**src/verilog/led_port_pkg.sv**
```systemverilog
// Purpose: shared constants and carrier types of the led driver host port
// Assumes: one system clock; pins and oscillator flags arrive asynchronously
// Notes:   command codes for ram access and the fifo word layout live here
package led_port_pkg;

  // command bytes
  localparam logic [7:0] CMD_READ_STATUS = 8'h70;
  localparam logic [7:0] CMD_LOOP_STATUS = 8'h72;
  localparam logic [7:0] CMD_FUNC_FLAG   = 8'h73;
  localparam logic [7:0] CMD_OPEN_DET    = 8'h74;
  localparam logic [7:0] CMD_SHORT_DET   = 8'h75;
  localparam logic [7:0] CMD_RAM_WRITE   = 8'h80;
  localparam logic [7:0] CMD_RAM_READ    = 8'h81;

  // pointer limits (last valid location), first pointer and reset byte
  localparam logic [7:0] LIMIT_BIN_DISP   = 8'h08;
  localparam logic [7:0] LIMIT_GRAY_DISP  = 8'h87;
  localparam logic [7:0] LIMIT_GRAY_FADE  = 8'h83;
  localparam logic [7:0] LIMIT_GRAY_ONOFF = 8'h08;
  localparam logic [7:0] STATUS_LAST      = 8'h13;
  localparam logic [7:0] DETECT_LAST      = 8'h08;
  localparam logic [7:0] PTR_FIRST        = 8'h00;
  localparam logic [7:0] RESET_BYTE       = 8'h00;

  // two-wire slave addresses
  localparam logic [4:0] SLAVE_FIXED = 5'h1B;
  localparam logic [6:0] COMMON_ADDR = 7'h2E;

  // byte framing
  localparam logic [3:0] BIT_LAST  = 4'h7;
  localparam logic [3:0] BIT_COUNT = 4'h8;
  localparam logic [3:0] BIT_ONE   = 4'h1;

  // byte field positions of the flag byte
  localparam int FLAG_SCAN_BIT = 7;
  localparam int FLAG_TSD_BIT  = 0;

  // fifo shape
  localparam int FIFO_DEPTH = 16;

  typedef enum logic [1:0] {
    SPACE_BIN_DISP   = 2'h0,
    SPACE_GRAY_DISP  = 2'h1,
    SPACE_GRAY_FADE  = 2'h2,
    SPACE_GRAY_ONOFF = 2'h3
  } ram_space_t;

  typedef enum logic [4:0] {
    ST_IDLE = 5'h01,
    ST_RX   = 5'h02,
    ST_ACK  = 5'h04,
    ST_TX   = 5'h08,
    ST_MACK = 5'h10
  } fsm_t;

  typedef struct packed {
    logic       loop_state_hi;
    logic       loop_state_lo;
    logic       loop_index_endless;
    logic [2:0] loop_index;
    logic       first_column_output;
    logic       temp_above_set;
    logic       temp_below_clear;
  } osc_status_t;

  typedef struct packed {
    logic chip_select_n;
    logic serial_clock;
    logic serial_data;
  } pins_t;

  localparam pins_t PINS_IDLE = 3'h7;

  typedef struct packed {
    logic       is_cmd;
    logic [7:0] ptr;
    logic [7:0] data;
  } rx_word_t;

endpackage : led_port_pkg

```
**src/verilog/led_driver_serial_host_port.sv**
```systemverilog
// Purpose: host serial port (three-wire and two-wire) with status readback
// Assumes: clk 100 MHz; pins and oscillator flags are asynchronous
// Notes:   received bytes leave through a 16 word fifo toward the engines
`timescale 1ns/100ps

module rx_fifo #(
  parameter int WIDTH = 17,
  parameter int DEPTH = 16
) (
  input  wire logic             clk,
  input  wire logic             rst,
  input  wire logic             ce,
  input  wire logic             in_valid,
  output logic                  in_ready,
  input  wire logic [WIDTH-1:0] in_data,
  output logic                  out_valid,
  input  wire logic             out_ready,
  output logic      [WIDTH-1:0] out_data
);
  localparam int AW = $clog2(DEPTH);
  localparam logic [AW:0] FULL_CNT = (AW+1)'(DEPTH);

  typedef struct packed {
    logic [DEPTH-1:0][WIDTH-1:0] mem;
    logic [AW-1:0]               wr;
    logic [AW-1:0]               rd;
    logic [AW:0]                 cnt;
    logic                        full;
    logic                        nonempty;
  } fifo_state_t;

  fifo_state_t s_ff;
  fifo_state_t nxt_s;
  logic        do_wr;
  logic        do_rd;

  // depth is a power of two so the indices wrap by themselves
  always_comb begin
    nxt_s = s_ff;
    do_wr = in_valid & ~s_ff.full;
    do_rd = out_ready & s_ff.nonempty;
    if (do_wr) begin
      nxt_s.mem[s_ff.wr] = in_data;
      nxt_s.wr = s_ff.wr + 1'b1;
    end
    if (do_rd) begin
      nxt_s.rd = s_ff.rd + 1'b1;
    end
    if (do_wr & ~do_rd) begin
      nxt_s.cnt = s_ff.cnt + 1'b1;
    end else if (do_rd & ~do_wr) begin
      nxt_s.cnt = s_ff.cnt - 1'b1;
    end
    nxt_s.full = (nxt_s.cnt == FULL_CNT);
    nxt_s.nonempty = (nxt_s.cnt != '0);
  end

  always_ff @(posedge clk) begin
    if (rst) begin
      s_ff <= '0;
    end else if (ce) begin
      s_ff <= nxt_s;
    end
  end

  assign in_ready  = ~s_ff.full;
  assign out_valid = s_ff.nonempty;
  assign out_data  = s_ff.mem[s_ff.rd];
endmodule : rx_fifo

// How it works
// command 72h returns loop state in bits 7:6, loop index in 3:0
// loop state: hi clear none, hi set playing, both set finished; reset 0
// command 73h returns scan origin in bit 7, thermal flag in bit 0
// scan origin flag reads one while first column is scanned
// thermal flag sets above 150C, clears below 125C, reset zero
// three-wire sequence starts when chip select falls
// three-wire bytes arrive msb first, sampled on serial clock rise
// every eight received bits form a byte, no latch strobe
// after read command and address the data pin becomes an output
// raising chip select releases the data pin and ends the read
// three-wire read data changes on serial clock falling edges
// host reads whole bytes, sampling between rise and next fall
// single ram access beyond the limit is ignored
// page ram access increments pointer, wraps to zero after limit
// register status read wraps to first byte after location 20
// detection data read wraps to first address after ninth location
// two-wire data changes only while clock is low
// start is data falling, stop is data rising, with clock high
// bus busy from start to stop; repeated start acts as start
// two-wire bytes are eight bits msb first plus acknowledge
// two-wire lines are only pulled low, open drain
// acknowledge address 11011 plus strap bits, or common 0101110
// addressed receiver pulls data low in the ninth clock
// sequential two-wire read advances pointer only on master ack; code advances it as each byte loads, the first one right after the address ack
// with chip select high the pin is input and partial byte cleared
// oscillator domain flags pass two flip-flops before use
module led_driver_serial_host_port (
  input  wire logic                      clk,
  input  wire logic                      rst,
  input  wire logic                      ce,
  input  wire logic                      iface_two_wire,
  input  wire logic [1:0]                addr_strap,
  input  wire logic                      chip_select_n,
  input  wire logic                      serial_clock,
  input  wire logic                      bidir_serial_data_in,
  output logic                           bidir_serial_data_out,
  output logic                           bidir_serial_data_oe,
  input  wire led_port_pkg::osc_status_t osc_status,
  input  wire led_port_pkg::ram_space_t  ram_space,
  output logic                     [7:0] rd_addr,
  input  wire logic                [7:0] rd_data,
  output led_port_pkg::rx_word_t         rx_word,
  output logic                           rx_valid,
  input  wire logic                      rx_ready,
  output logic                           bus_busy,
  output logic                           rx_drop,
  output logic                           thermal_shutdown_flag
);

  typedef struct packed {
    led_port_pkg::pins_t       pin_s1;
    led_port_pkg::pins_t       pin_s2;
    led_port_pkg::pins_t       pin_d;
    logic [2:0]                cfg_s1;
    logic [2:0]                cfg_s2;
    led_port_pkg::osc_status_t osc_s1;
    led_port_pkg::osc_status_t osc_s2;
    logic                      tsd;
    led_port_pkg::fsm_t        fsm;
    logic [3:0]                bitcnt;
    logic [7:0]                shreg;
    logic [7:0]                txsh;
    logic [1:0]                bytecnt;
    logic [7:0]                cmd;
    logic [7:0]                ptr;
    logic                      ptr_bad;
    logic                      addr_phase;
    logic                      rw;
    logic                      ack;
    logic                      ack_drv;
    logic                      mack;
    logic                      busy;
    logic                      sdo;
    logic                      oe;
    logic                      push;
    led_port_pkg::rx_word_t    word;
    logic                      drop;
  } port_state_t;

  port_state_t s_ff;
  port_state_t nxt_s;
  logic        fifo_in_ready;

  function automatic logic [7:0] ram_limit(
    input led_port_pkg::ram_space_t sp
  );
    case (sp)
      led_port_pkg::SPACE_GRAY_DISP:  ram_limit = led_port_pkg::LIMIT_GRAY_DISP;
      led_port_pkg::SPACE_GRAY_FADE:  ram_limit = led_port_pkg::LIMIT_GRAY_FADE;
      led_port_pkg::SPACE_GRAY_ONOFF: ram_limit = led_port_pkg::LIMIT_GRAY_ONOFF;
      default:                        ram_limit = led_port_pkg::LIMIT_BIN_DISP;
    endcase
  endfunction : ram_limit

  function automatic logic is_ram_cmd(input logic [7:0] c);
    is_ram_cmd = (c == led_port_pkg::CMD_RAM_WRITE) |
                 (c == led_port_pkg::CMD_RAM_READ);
  endfunction : is_ram_cmd

  function automatic logic is_status_cmd(input logic [7:0] c);
    is_status_cmd = (c == led_port_pkg::CMD_READ_STATUS) |
                    (c == led_port_pkg::CMD_LOOP_STATUS) |
                    (c == led_port_pkg::CMD_FUNC_FLAG) |
                    (c == led_port_pkg::CMD_OPEN_DET) |
                    (c == led_port_pkg::CMD_SHORT_DET);
  endfunction : is_status_cmd

  // pointer after one byte of a read or write burst
  function automatic logic [7:0] next_ptr(
    input logic [7:0] c,
    input logic [7:0] p,
    input logic [7:0] lim
  );
    logic [7:0] last;
    last = p;
    case (c)
      led_port_pkg::CMD_READ_STATUS: last = led_port_pkg::STATUS_LAST;
      led_port_pkg::CMD_OPEN_DET,
      led_port_pkg::CMD_SHORT_DET:   last = led_port_pkg::DETECT_LAST;
      led_port_pkg::CMD_RAM_WRITE,
      led_port_pkg::CMD_RAM_READ:    last = lim;
      default:                       last = p;
    endcase
    if (p >= last) begin
      next_ptr = led_port_pkg::PTR_FIRST;
    end else begin
      next_ptr = p + 8'h01;
    end
  endfunction : next_ptr

  // byte returned for the current read command
  function automatic logic [7:0] read_byte(
    input logic [7:0]                c,
    input logic                      bad,
    input logic [7:0]                rd,
    input led_port_pkg::osc_status_t st,
    input logic                      tsd
  );
    logic [7:0] b;
    b = led_port_pkg::RESET_BYTE;
    case (c)
      led_port_pkg::CMD_LOOP_STATUS: begin
        b = {st.loop_state_hi, st.loop_state_lo, 2'h0,
             st.loop_index_endless, st.loop_index};
      end
      led_port_pkg::CMD_FUNC_FLAG: begin
        b[led_port_pkg::FLAG_SCAN_BIT] = st.first_column_output;
        b[led_port_pkg::FLAG_TSD_BIT]  = tsd;
      end
      led_port_pkg::CMD_READ_STATUS,
      led_port_pkg::CMD_OPEN_DET,
      led_port_pkg::CMD_SHORT_DET:   b = rd;
      led_port_pkg::CMD_RAM_READ:    b = bad ? led_port_pkg::RESET_BYTE : rd;
      default:                       b = led_port_pkg::RESET_BYTE;
    endcase
    read_byte = b;
  endfunction : read_byte

  logic       two;
  logic       rise;
  logic       fall;
  logic       sdi;
  logic       start_c;
  logic       stop_c;
  logic       cs_on;
  logic       reload;
  logic       byte_done;
  logic [7:0] rxb;
  logic [7:0] rb;
  logic [7:0] lim;
  logic [7:0] np;

  always_comb begin
    nxt_s = s_ff;
    nxt_s.push = 1'b0;
    nxt_s.drop = 1'b0;
    reload = 1'b0;
    byte_done = 1'b0;
    rxb = {s_ff.shreg[6:0], s_ff.pin_s2.serial_data};
    // pins and oscillator flags through two flip-flops
    nxt_s.pin_s1 = {chip_select_n, serial_clock, bidir_serial_data_in};
    nxt_s.pin_s2 = s_ff.pin_s1;
    nxt_s.pin_d = s_ff.pin_s2;
    nxt_s.cfg_s1 = {iface_two_wire, addr_strap};
    nxt_s.cfg_s2 = s_ff.cfg_s1;
    nxt_s.osc_s1 = osc_status;
    nxt_s.osc_s2 = s_ff.osc_s1;
    if (s_ff.osc_s2.temp_above_set) begin
      nxt_s.tsd = 1'b1;
    end else if (s_ff.osc_s2.temp_below_clear) begin
      nxt_s.tsd = 1'b0;
    end
    two = s_ff.cfg_s2[2];
    sdi = s_ff.pin_s2.serial_data;
    rise = s_ff.pin_s2.serial_clock & ~s_ff.pin_d.serial_clock;
    fall = ~s_ff.pin_s2.serial_clock & s_ff.pin_d.serial_clock;
    start_c = two & s_ff.pin_s2.serial_clock & s_ff.pin_d.serial_clock &
              s_ff.pin_d.serial_data & ~sdi;
    stop_c = two & s_ff.pin_s2.serial_clock & s_ff.pin_d.serial_clock &
             ~s_ff.pin_d.serial_data & sdi;
    cs_on = ~two & ~s_ff.pin_s2.chip_select_n;
    lim = ram_limit(ram_space);
    rb = read_byte(s_ff.cmd, s_ff.ptr_bad, rd_data, s_ff.osc_s2, s_ff.tsd);
    np = next_ptr(s_ff.cmd, s_ff.ptr, lim);

    if (two & start_c) begin
      nxt_s.busy = 1'b1;
      nxt_s.fsm = led_port_pkg::ST_RX;
      nxt_s.bitcnt = '0;
      nxt_s.addr_phase = 1'b1;
      nxt_s.ack_drv = 1'b0;
      nxt_s.oe = 1'b0;
    end else if (two & stop_c) begin
      nxt_s.busy = 1'b0;
      nxt_s.fsm = led_port_pkg::ST_IDLE;
      nxt_s.oe = 1'b0;
    end else if (~two & ~cs_on) begin
      nxt_s.fsm = led_port_pkg::ST_IDLE;
      nxt_s.oe = 1'b0;
      nxt_s.sdo = 1'b0;
      nxt_s.bitcnt = '0;
      nxt_s.shreg = '0;
      nxt_s.bytecnt = '0;
      nxt_s.busy = 1'b0;
    end else begin
      case (s_ff.fsm)
        led_port_pkg::ST_IDLE: begin
          if (~two) begin
            nxt_s.fsm = led_port_pkg::ST_RX;
            nxt_s.bitcnt = '0;
            nxt_s.bytecnt = '0;
            nxt_s.busy = 1'b1;
          end
        end
        led_port_pkg::ST_RX: begin
          if (rise) begin
            nxt_s.shreg = rxb;
            nxt_s.bitcnt = s_ff.bitcnt + led_port_pkg::BIT_ONE;
            byte_done = (s_ff.bitcnt == led_port_pkg::BIT_LAST);
          end
        end
        led_port_pkg::ST_ACK: begin
          if (fall & ~s_ff.ack_drv) begin
            nxt_s.oe = s_ff.ack;
            nxt_s.sdo = 1'b0;
            nxt_s.ack_drv = 1'b1;
          end else if (fall) begin
            nxt_s.ack_drv = 1'b0;
            nxt_s.oe = 1'b0;
            nxt_s.bitcnt = '0;
            if (~s_ff.ack) begin
              nxt_s.fsm = led_port_pkg::ST_IDLE;
            end else if (s_ff.rw) begin
              reload = 1'b1;
            end else begin
              nxt_s.fsm = led_port_pkg::ST_RX;
            end
          end
        end
        led_port_pkg::ST_TX: begin
          if (fall & (s_ff.bitcnt == led_port_pkg::BIT_COUNT)) begin
            if (two) begin
              nxt_s.oe = 1'b0;
              nxt_s.fsm = led_port_pkg::ST_MACK;
            end else begin
              reload = 1'b1;
            end
          end else if (fall) begin
            nxt_s.txsh = {s_ff.txsh[6:0], 1'b0};
            nxt_s.bitcnt = s_ff.bitcnt + led_port_pkg::BIT_ONE;
            nxt_s.sdo = two ? 1'b0 : s_ff.txsh[7];
            nxt_s.oe = two ? ~s_ff.txsh[7] : 1'b1;
          end
        end
        led_port_pkg::ST_MACK: begin
          if (rise) begin
            nxt_s.mack = ~sdi;
          end else if (fall & s_ff.mack) begin
            reload = 1'b1;
          end else if (fall) begin
            nxt_s.fsm = led_port_pkg::ST_IDLE;
          end
        end
        default: begin
          nxt_s.fsm = led_port_pkg::ST_IDLE;
        end
      endcase
    end

    // a whole byte has been shifted in
    if (byte_done & two & s_ff.addr_phase) begin
      nxt_s.addr_phase = 1'b0;
      nxt_s.rw = rxb[0];
      nxt_s.ack = (rxb[7:1] == {led_port_pkg::SLAVE_FIXED, s_ff.cfg_s2[1:0]}) |
                  (rxb[7:1] == led_port_pkg::COMMON_ADDR);
      nxt_s.bytecnt = '0;
      nxt_s.fsm = led_port_pkg::ST_ACK;
    end else if (byte_done) begin
      nxt_s.ack = 1'b1;
      nxt_s.bitcnt = '0;
      nxt_s.fsm = two ? led_port_pkg::ST_ACK : led_port_pkg::ST_RX;
      if (s_ff.bytecnt == 2'h0) begin
        nxt_s.cmd = rxb;
        nxt_s.ptr = led_port_pkg::PTR_FIRST;
        nxt_s.ptr_bad = 1'b0;
        nxt_s.bytecnt = 2'h1;
        nxt_s.word = '{is_cmd: 1'b1, ptr: led_port_pkg::PTR_FIRST, data: rxb};
        nxt_s.push = fifo_in_ready;
        nxt_s.drop = ~fifo_in_ready;
        nxt_s.ack = fifo_in_ready;
        if (~two & is_status_cmd(rxb)) begin
          nxt_s.fsm = led_port_pkg::ST_TX;
          nxt_s.bitcnt = led_port_pkg::BIT_COUNT;
        end
      end else if ((s_ff.bytecnt == 2'h1) & is_ram_cmd(s_ff.cmd)) begin
        nxt_s.ptr = rxb;
        nxt_s.ptr_bad = (rxb > lim);
        nxt_s.bytecnt = 2'h2;
        if (~two & (s_ff.cmd == led_port_pkg::CMD_RAM_READ)) begin
          nxt_s.fsm = led_port_pkg::ST_TX;
          nxt_s.bitcnt = led_port_pkg::BIT_COUNT;
        end
      end else if (~s_ff.ptr_bad) begin
        nxt_s.word = '{is_cmd: 1'b0, ptr: s_ff.ptr, data: rxb};
        nxt_s.push = fifo_in_ready;
        nxt_s.drop = ~fifo_in_ready;
        nxt_s.ack = fifo_in_ready;
        if (fifo_in_ready) begin
          nxt_s.ptr = np;
        end
      end
    end

    // load the next read byte and put out its first bit
    if (reload) begin
      nxt_s.fsm = led_port_pkg::ST_TX;
      nxt_s.txsh = {rb[6:0], 1'b0};
      nxt_s.bitcnt = led_port_pkg::BIT_ONE;
      nxt_s.sdo = two ? 1'b0 : rb[7];
      nxt_s.oe = two ? ~rb[7] : 1'b1;
      nxt_s.mack = 1'b0;
      if (~s_ff.ptr_bad) begin
        nxt_s.ptr = np;
      end
    end
  end

  always_ff @(posedge clk) begin
    if (rst) begin
      s_ff <= '0;
      s_ff.pin_s1 <= led_port_pkg::PINS_IDLE;
      s_ff.pin_s2 <= led_port_pkg::PINS_IDLE;
      s_ff.pin_d <= led_port_pkg::PINS_IDLE;
      s_ff.fsm <= led_port_pkg::ST_IDLE;
    end else if (ce) begin
      s_ff <= nxt_s;
    end
  end

  rx_fifo #(
    .WIDTH ($bits(led_port_pkg::rx_word_t)),
    .DEPTH (led_port_pkg::FIFO_DEPTH)
  ) u_fifo (
    .clk       (clk),
    .rst       (rst),
    .ce        (ce),
    .in_valid  (s_ff.push),
    .in_ready  (fifo_in_ready),
    .in_data   (s_ff.word),
    .out_valid (rx_valid),
    .out_ready (rx_ready),
    .out_data  (rx_word)
  );

  assign bidir_serial_data_out = s_ff.sdo;
  assign bidir_serial_data_oe  = s_ff.oe;
  assign rd_addr               = s_ff.ptr;
  assign bus_busy              = s_ff.busy;
  assign rx_drop               = s_ff.drop;
  assign thermal_shutdown_flag = s_ff.tsd;
endmodule : led_driver_serial_host_port

```
**config.mk**
```make
export PLATFORM = sky130hd
export DESIGN_NAME = led_driver_serial_host_port
export DESIGN_NICKNAME = d
export VERILOG_FILES = /design/src/verilog/led_port_pkg.sv /design/src/verilog/led_driver_serial_host_port.sv
export SDC_FILE = /design/constraint.sdc
export NUM_CORES = 1
export LEC_CHECK = 0
export BUFFER_PORTS_ARGS = -buffer_cell sky130_fd_sc_hd__clkbuf_2
export CORE_ASPECT_RATIO = 0.5
export CORE_MARGIN = 4
export CORE_UTILIZATION = 35
export CTS_BUF_LIST = sky130_fd_sc_hd__clkbuf_16
export DETAILED_ROUTE_END_ITERATION = 10
export SLEW_MARGIN = 20
export SYNTH_ARGS = -nofsm -noshare
export SYNTH_HDL_FRONTEND = slang
export SYNTH_SLANG_ARGS = --single-unit
```
**constraint.sdc**
```tcl
create_clock -name clk -period 3.35 [get_ports clk]
set_input_delay 0.1675 -clock clk [delete_from_list [all_inputs] [get_ports clk]]
set_output_delay 0.1675 -clock clk [all_outputs]
set_load 0.05 [all_outputs]
```
==> out/metrics.csv, run 1 <==
stage,metric,value,unit
yosys,ys.flop_type,dfxtp_1,
yosys,ys_ff_latch,389,
layout,layout.nets,2248,
placement,io_buffers,59,
yosys,syn_inst,2213,
die,ios,60,
global_routing,track_usage,18.8,%
cts,htreeDepth,2,
global_routing,grt_pass1_wl,85.7,mm
layout,fillCellCount,5154,
layout,multi_input_comb_area,0.00967,sq mm
layout,areaGrowthSynthToFinish,12.8,%
placement,dp_cells,2838,
routing,ant_nets,0,
global_routing,overflow,0,
layout,ff_latch_area,0.00779,sq mm
pwr,power.leakage,6.89,nW
timing,setup_tns,0,ps
setup_path,cp_cell_sequence,"or4b_2, o22ai_4, nand2_1, a22oi_1, ha_1, o21a_1, o21ai_0, a221oi_1, buf_4, o41ai_1, a22oi_1, a211oi_1",
routing,first_iter_violations,1538,
layout,drive_above_1_share,13.9,%
die,core,0.0519,sq mm
setup_path,critical_path_arrival,3710,ps
timing,setup_viol,0,
setup_path,crit_fanout,12,
pwr,power_density,451,mW/mm^2
die,die_h,170,microns
layout,fin_cells,2923,
routing,wirelength,54.3,mm
cts,numClockSinks,389,
die,dieArea,0.0564,sq mm
cts,cts_tree,built,
die,row_count,59,
yosys,synth.avg_cell_area,8.30,sq um
yosys,yosysSeqAreaShare,42.4,%
global_routing,antenna_found_initial,0,
layout,final_core_util,39.9,%
timing,slew_headroom,30.1,%
yosys,synth-warning-count,0,
routing,vias_per_cell,5.40,
setup_path,critPathCaptureType,flip-flop,
pwr,report.power.total,9.33,mW
placement,dp_hpwl,34.9,mm
yosys,ys_types,82,
routing,wl_per_cell,18.6,microns
setup_path,timing.critical_path.mode_cell,a22oi_1,
cts,root_buffer,clkbuf_16,
pwr,irDropWorstVdd,0.268,mV
job,drv_cap,0,
timing,fmax,0.308,GHz
yosys,synthArstFlopShare,0,%
routing,post-route-drc-count,0,
timing,rsz0062_at_grt,true,
timing,min_period,3250,ps
timing,worstMarginPinSlew,1050,ps
yosys,yosys.area.top_type,dfxtp_1,
layout,num_antenna_cells,0,
min_path,min_path_type,in2reg,
setup_path,max_stage_delay,750,ps
cts,clockBufferDepth,3,
yosys,synth_edf_count,0,
layout,fin_area,0.0207,sq mm
setup_path,critical_path.slowest_cell,or4b_2,
global_routing,grt_pass1_vias,14987,
cts,path_clk_slew,60,ps
routing,vias,15783,
outcome,status,"finished, final reports clean",
setup_path,startpoint_type,flip-flop,
die,die_w,332,microns
placement,place_congestion,0.896,
placement,place_area,0.0193,sq mm
cts,clk_latency,550,ps
yosys,ys_top_cells_by_area,"dfxtp_1 (42%), nand2_1 (13%), mux4_2 (10%)",
yosys,synth_most_common_cell,nand2_1,
routing,drtPass1Iterations,7,
yosys,synth_common_cells,"nand2_1 (642), dfxtp_1 (389), a21oi_1 (344), clkbuf_1 (153), nor2_1 (90)",
die,start_util,35.4,%
yosys,syn_nets,2265,
timing,final_max_slew_viol_count,0,
timing,skew,14.0,ps
setup_path,cp.required,3810,ps
cts,numCtsBuffers,40,
timing,fin_crit_sh,97.0,%
timing,hold_viol_final,0,
global_routing,grt_max_degree,122,
yosys,syn-cell-area,0.0184,sq mm
setup_path,critPathKind,reg2reg,
yosys,yosys.area.top_type_share,42.4,%
cell type report:
class | count | share of cell area [%]
multi-input cells | 1592 | 46.7
flip-flops and latches | 389 | 37.6
repair buffers | 142 | 5.00
clock buffers | 40 | 4.83
well taps | 701 | 4.23
clock inverters | 28 | 1.07
inverters | 31 | 0.562
per-layer routing:
layer	global-route usage [%]	routed length [microns]
met4	5.03	1130
met5	0	0
met1	26.0	24500
met2	31.1	25600
met3	2.52	3080
kinds of logic after synthesis:
group,after synthesis,share of synthesized area (%)
compound gates,498,15.7
simple gates,926,21.5
buf+inv,232,5.13
xor+xnor,18,0.859
fa+ha+maj,23,1.57
mux,127,12.8
flops,389,42.4
power breakdown:
| group | switching [mW] | total, mW | internal (mW) | leakage, nW |
|---|---|---|---|---|
| combinational | 0.237 | 0.375 | 0.138 | 3.13 |
| sequential | 0.0296 | 4.68 | 4.65 | 3.14 |
| clock | 1.93 | 4.28 | 2.35 | 0.620 |
state kept, by name, summed over array words and instances, names as in the netlist:
signal,count
rd_addr,8
nxt_s,17
bidir_serial_data_oe,1
u_fifo.s_ff,286
u_fifo.out_valid,1
rxb,7
s_ff,64
bidir_serial_data_out,1
bus_busy,1
rx_drop,1
sdi,1
thermal_shutdown_flag,1
per-stage QoR:
| step | hold WS [ps] | setup slack, ps |
|---|---|---|
| 4_1_cts | 15.1 | 53.7 |
| 6_report | 41.6 | 99.4 |
| 3_3_place_gp | 398 | 48.9 |
| 2_1_floorplan | 296 | 313 |
| 5_1_grt | 63.4 | -52.9 |
| 3_5_place_dp | 403 | 62.6 |
worst paths after layout:
| path | slack, ps | to | depth (start not counted) | start |
|---|---|---|---|---|
| worst max register to register | 100 | rd_addr[4] | 12 | s_ff[41] |
| worst min-delay path | 40 | s_ff[50] | 4 | rd_data[3] |
| worst min register to register | 450 | u_fifo.s_ff[127] | 2 | u_fifo.s_ff[127] |
| worst max-delay path | 100 | rd_addr[4] | 12 | s_ff[41] |
cell usage in the layout (no fill, tap or decap), types with 13 or more instances in the layout:
cell           netlist  final
nand2_1            642    642
and3_1              18     18
nand2b_1            13     13
buf_4                8     62
nor3_1              18     14
dlygate4sd3_1        0     17
mux4_2              85     85
nor4_1              13     13
ha_1                23     23
a21oi_1            344    344
inv_1               30     36
dfxtp_1            389    387
o21ai_0             35     34
nor2_1              90     90
clkbuf_16            0     40
mux2i_1             38     38
clkbuf_2             8     57
nand3_1             53     53
timing repair:
action	CTS	global route
resized for setup	0	5
hold buffers	17	0
endpoints found under the setup margin	0	7
setup buffers	0	0
endpoints found under the hold margin	17	0
worst max-delay path, delay by kind of cell (launching register included):
| family | cells | cell delay, ps |
|---|---|---|
| buffers and inverters | 1 | 200 |
| and+or+nand+nor | 2 | 890 |
| adders and majority gates | 1 | 250 |
| DFF | 1 | 330 |
| AOI/OAI and AO/OA | 8 | 1500 |
(Power assumes the default switching activity.)
==> inputs of run 2 (changes only) <==
- CAP_MARGIN: default -> 20
- PLACE_DENSITY: default -> 0.61
==> run 2 against run 1 <==
  * Wire length decreased by 1.1%
  * Clock power shrank 5%
  * Maximum frequency is 2.4% higher
  * Sequential power barely moved
  * Power down 2.1%
  * Critical endpoint is now rd_addr[5]
  * Clock skew grew 3.5 ps
  * Critical path depth unchanged
  * Via count increased by 0.39%
==> out/metrics.csv, run 2 (synthesis gave the netlist of run 1 again) <==
stage,metric,value,unit,change
outcome,status,"finished, final reports clean",,
global_routing,antenna_found_initial,0,,unchanged
timing,worstMarginPinSlew,955,ps,-91.6 ps
die,row_count,59,,unchanged
timing,fmax,0.315,GHz,+2.4%
placement,place_area,0.0193,sq mm,about the same
routing,wirelength,53.7,mm,-1.1%
global_routing,grt_max_degree,143,,+17%
routing,vias,15844,,+0.39%
setup_path,r2r-start,s_ff[41],,
pwr,report.power.total,9.14,mW,-2.1%
placement,pre_cts_ws,25.6,ps,-37.0 ps
timing,slew_headroom,35.8,%,+5.7 points
min_path,min_path_type,in2reg,,
timing,fin_ws,175,ps,+75.5 ps
setup_path,cp.required,3800,ps,about the same
die,die_w,332,microns,unchanged
min_path,min_to,s_ff[49],,
timing,final_max_slew_viol_count,0,,unchanged
timing,hold_viol_final,0,,unchanged
min_path,holdPathStages,4,,unchanged
die,core,0.0519,sq mm,unchanged
cts,path_clk_slew,60,ps,about the same
pwr,irDropWorstVdd,0.318,mV,+19%
layout,fin_cells,2923,,unchanged
setup_path,max_stage_delay,750,ps,about the same
routing,wl_per_cell,18.4,microns,-1.1%
setup_path,cp_cell_sequence,"or4b_2, o22ai_4, nand2_2, a22oi_2, ha_1, o21a_1, o21ai_0, a221oi_1, buf_4, nor4_1, o21ai_0, a211oi_1",,
setup_path,reg2reg_slack,170,ps,+80 ps
cts,numClockSinks,389,,unchanged
die,start_util,35.4,%,unchanged
die,die_h,170,microns,unchanged
cts,numCtsBuffers,39,,-2.5%
setup_path,rr_endpoint,rd_addr[5],,
setup_path,critPathCaptureType,flip-flop,,
layout,drive_above_1_share,13.8,%,-0.090 points
global_routing,overflow,0,,unchanged
layout,layout_commonest_cell,nand2_1,,
routing,post-route-drc-count,0,,unchanged
cts,root_buffer,clkbuf_16,,
routing,vias_per_cell,5.42,,+0.39%
setup_path,crit_fanout,12,,unchanged
global_routing,grt_pass1_vias,14920,,-0.45%
pwr,power_density,442,mW/mm^2,-1.9%
global_routing,track_usage,18.4,%,-0.36 points
timing,skew,17.5,ps,+3.55 ps
cts,cts_tree,built,,
placement,dp_cells,2840,,+0.070%
timing,whs,63.5,ps,+21.9 ps
setup_path,timing.critical_path.mode_cell,o21ai_0,,
routing,drtPass1Iterations,5,,-2
timing,setup_viol,0,,unchanged
layout,fillCellCount,5236,,+1.6%
die,dieArea,0.0564,sq mm,unchanged
timing,setup_tns,0,ps,unchanged
layout,fin_area,0.0207,sq mm,-0.19%
setup_path,path_buf_inv,1,,unchanged
routing,ant_nets,0,,unchanged
layout,final_core_util,39.8,%,-0.075 points
setup_path,critPathKind,reg2reg,,
global_routing,grt_pass1_wl,84.8,mm,-1.1%
setup_path,critical_path.slowest_cell,or4b_2,,
die,ios,60,,unchanged
cts,postCtsSetupRepairBufs,0,,unchanged
setup_path,crit_family,simple AND/OR/NAND/NOR gates,,
layout,largest_reg_flops,286,,unchanged
placement,place_congestion,0.884,,-1.4%
pwr,power.leakage,6.87,nW,-0.29%
setup_path,ff2ff_path_depth,12,,unchanged
job,drv_cap,0,,unchanged
timing,min_period,3180,ps,-75.5 ps
cts,htreeDepth,2,,unchanged
setup_path,critical_path_arrival,3630,ps,-80 ps
layout,areaGrowthSynthToFinish,12.6,%,
timing,fin_crit_sh,94.8,%,-2.3 points
min_path,hp-start,rd_data[2],,
placement,dp_hpwl,35.2,mm,+0.65%
cts,clk_latency,540,ps,about the same
routing,first_iter_violations,1456,,-5.3%
layout,layout.nets,2249,,+0.044%
cts,clockBufferDepth,3,,unchanged
layout,layout_common_cells,"nand2_1 (641), dfxtp_1 (387), a21oi_1 (344)",,
layout,num_antenna_cells,0,,unchanged
placement,io_buffers,59,,unchanged
layout,regMostFlops,u_fifo.s_ff,,
setup_path,startpoint_type,flip-flop,,
## run 2: cell count changes in the layout (fill, tap and decap cells not counted), sizes merged
cell / previous run / this run
buf: 68 / 70
bufinv: 2 / 1
clkinv: 15 / 16
clkinvlp: 3 / 2
inv: 39 / 38
## run 2: worst max-delay path by stage
| stage | startpoint | endpoint | slack, ps | cells after the start |
|---|---|---|---|---|
| after floorplan | s_ff[41] | rd_addr[3] | 310 | 12 |
| after global placement | s_ff[41] | rd_addr[3] | 60 | 12 |
| after detailed placement | s_ff[41] | rd_addr[5] | 30 | 12 |
| after CTS | s_ff[41] | rd_addr[5] | 20 | 12 |
| after global routing | s_ff[41] | rd_addr[3] | -20 | 12 |
| final | s_ff[41] | rd_addr[5] | 170 | 12 |
## run 2: timing repair
| item | in CTS | in global routing |
|---|---|---|
| hold buffers | 17 | 0 |
| resized for setup | 0 | 9 |
| setup endpoints to repair | 0 | 7 |
| endpoints found under the hold margin | 17 | 0 |
## run 2: where the power goes
part	total [mW]	leakage [nW]	switching (mW)	internal, mW
clock	4.08	0.590	1.84	2.24
combinational	0.373	3.14	0.236	0.136
sequential	4.68	3.14	0.0313	4.65
total	9.14	6.87	2.11	7.03
## run 2: cell type report
class,instances,area [sq um],share of cell area [%]
timing repair buffer,144,1040,5.02
inverter,31,116,0.563
tap,701,877,4.24
clock buffer,40,1000,4.84
sequential,389,7790,37.7
multi-input combinational,1592,9690,46.8
clock inverter,26,163,0.787
## run 2: layer usage
| metal | track usage, % | wire, microns |
|---|---|---|
| met5 | 0 | 0 |
| met4 | 5.13 | 1250 |
| met3 | 2.42 | 2940 |
| met2 | 31.1 | 25500 |
| met1 | 25.0 | 23900 |
## run 2: worst reg2reg max path: stages (launching register included)
cell and delay (ps):
dfxtp_1 330, or4b_2 750, o22ai_4 230, nand2_2 120, a22oi_2 160, ha_1 250
o21a_1 170, o21ai_0 140, a221oi_1 100, buf_4 200, nor4_1 280, o21ai_0 110
a211oi_1 240
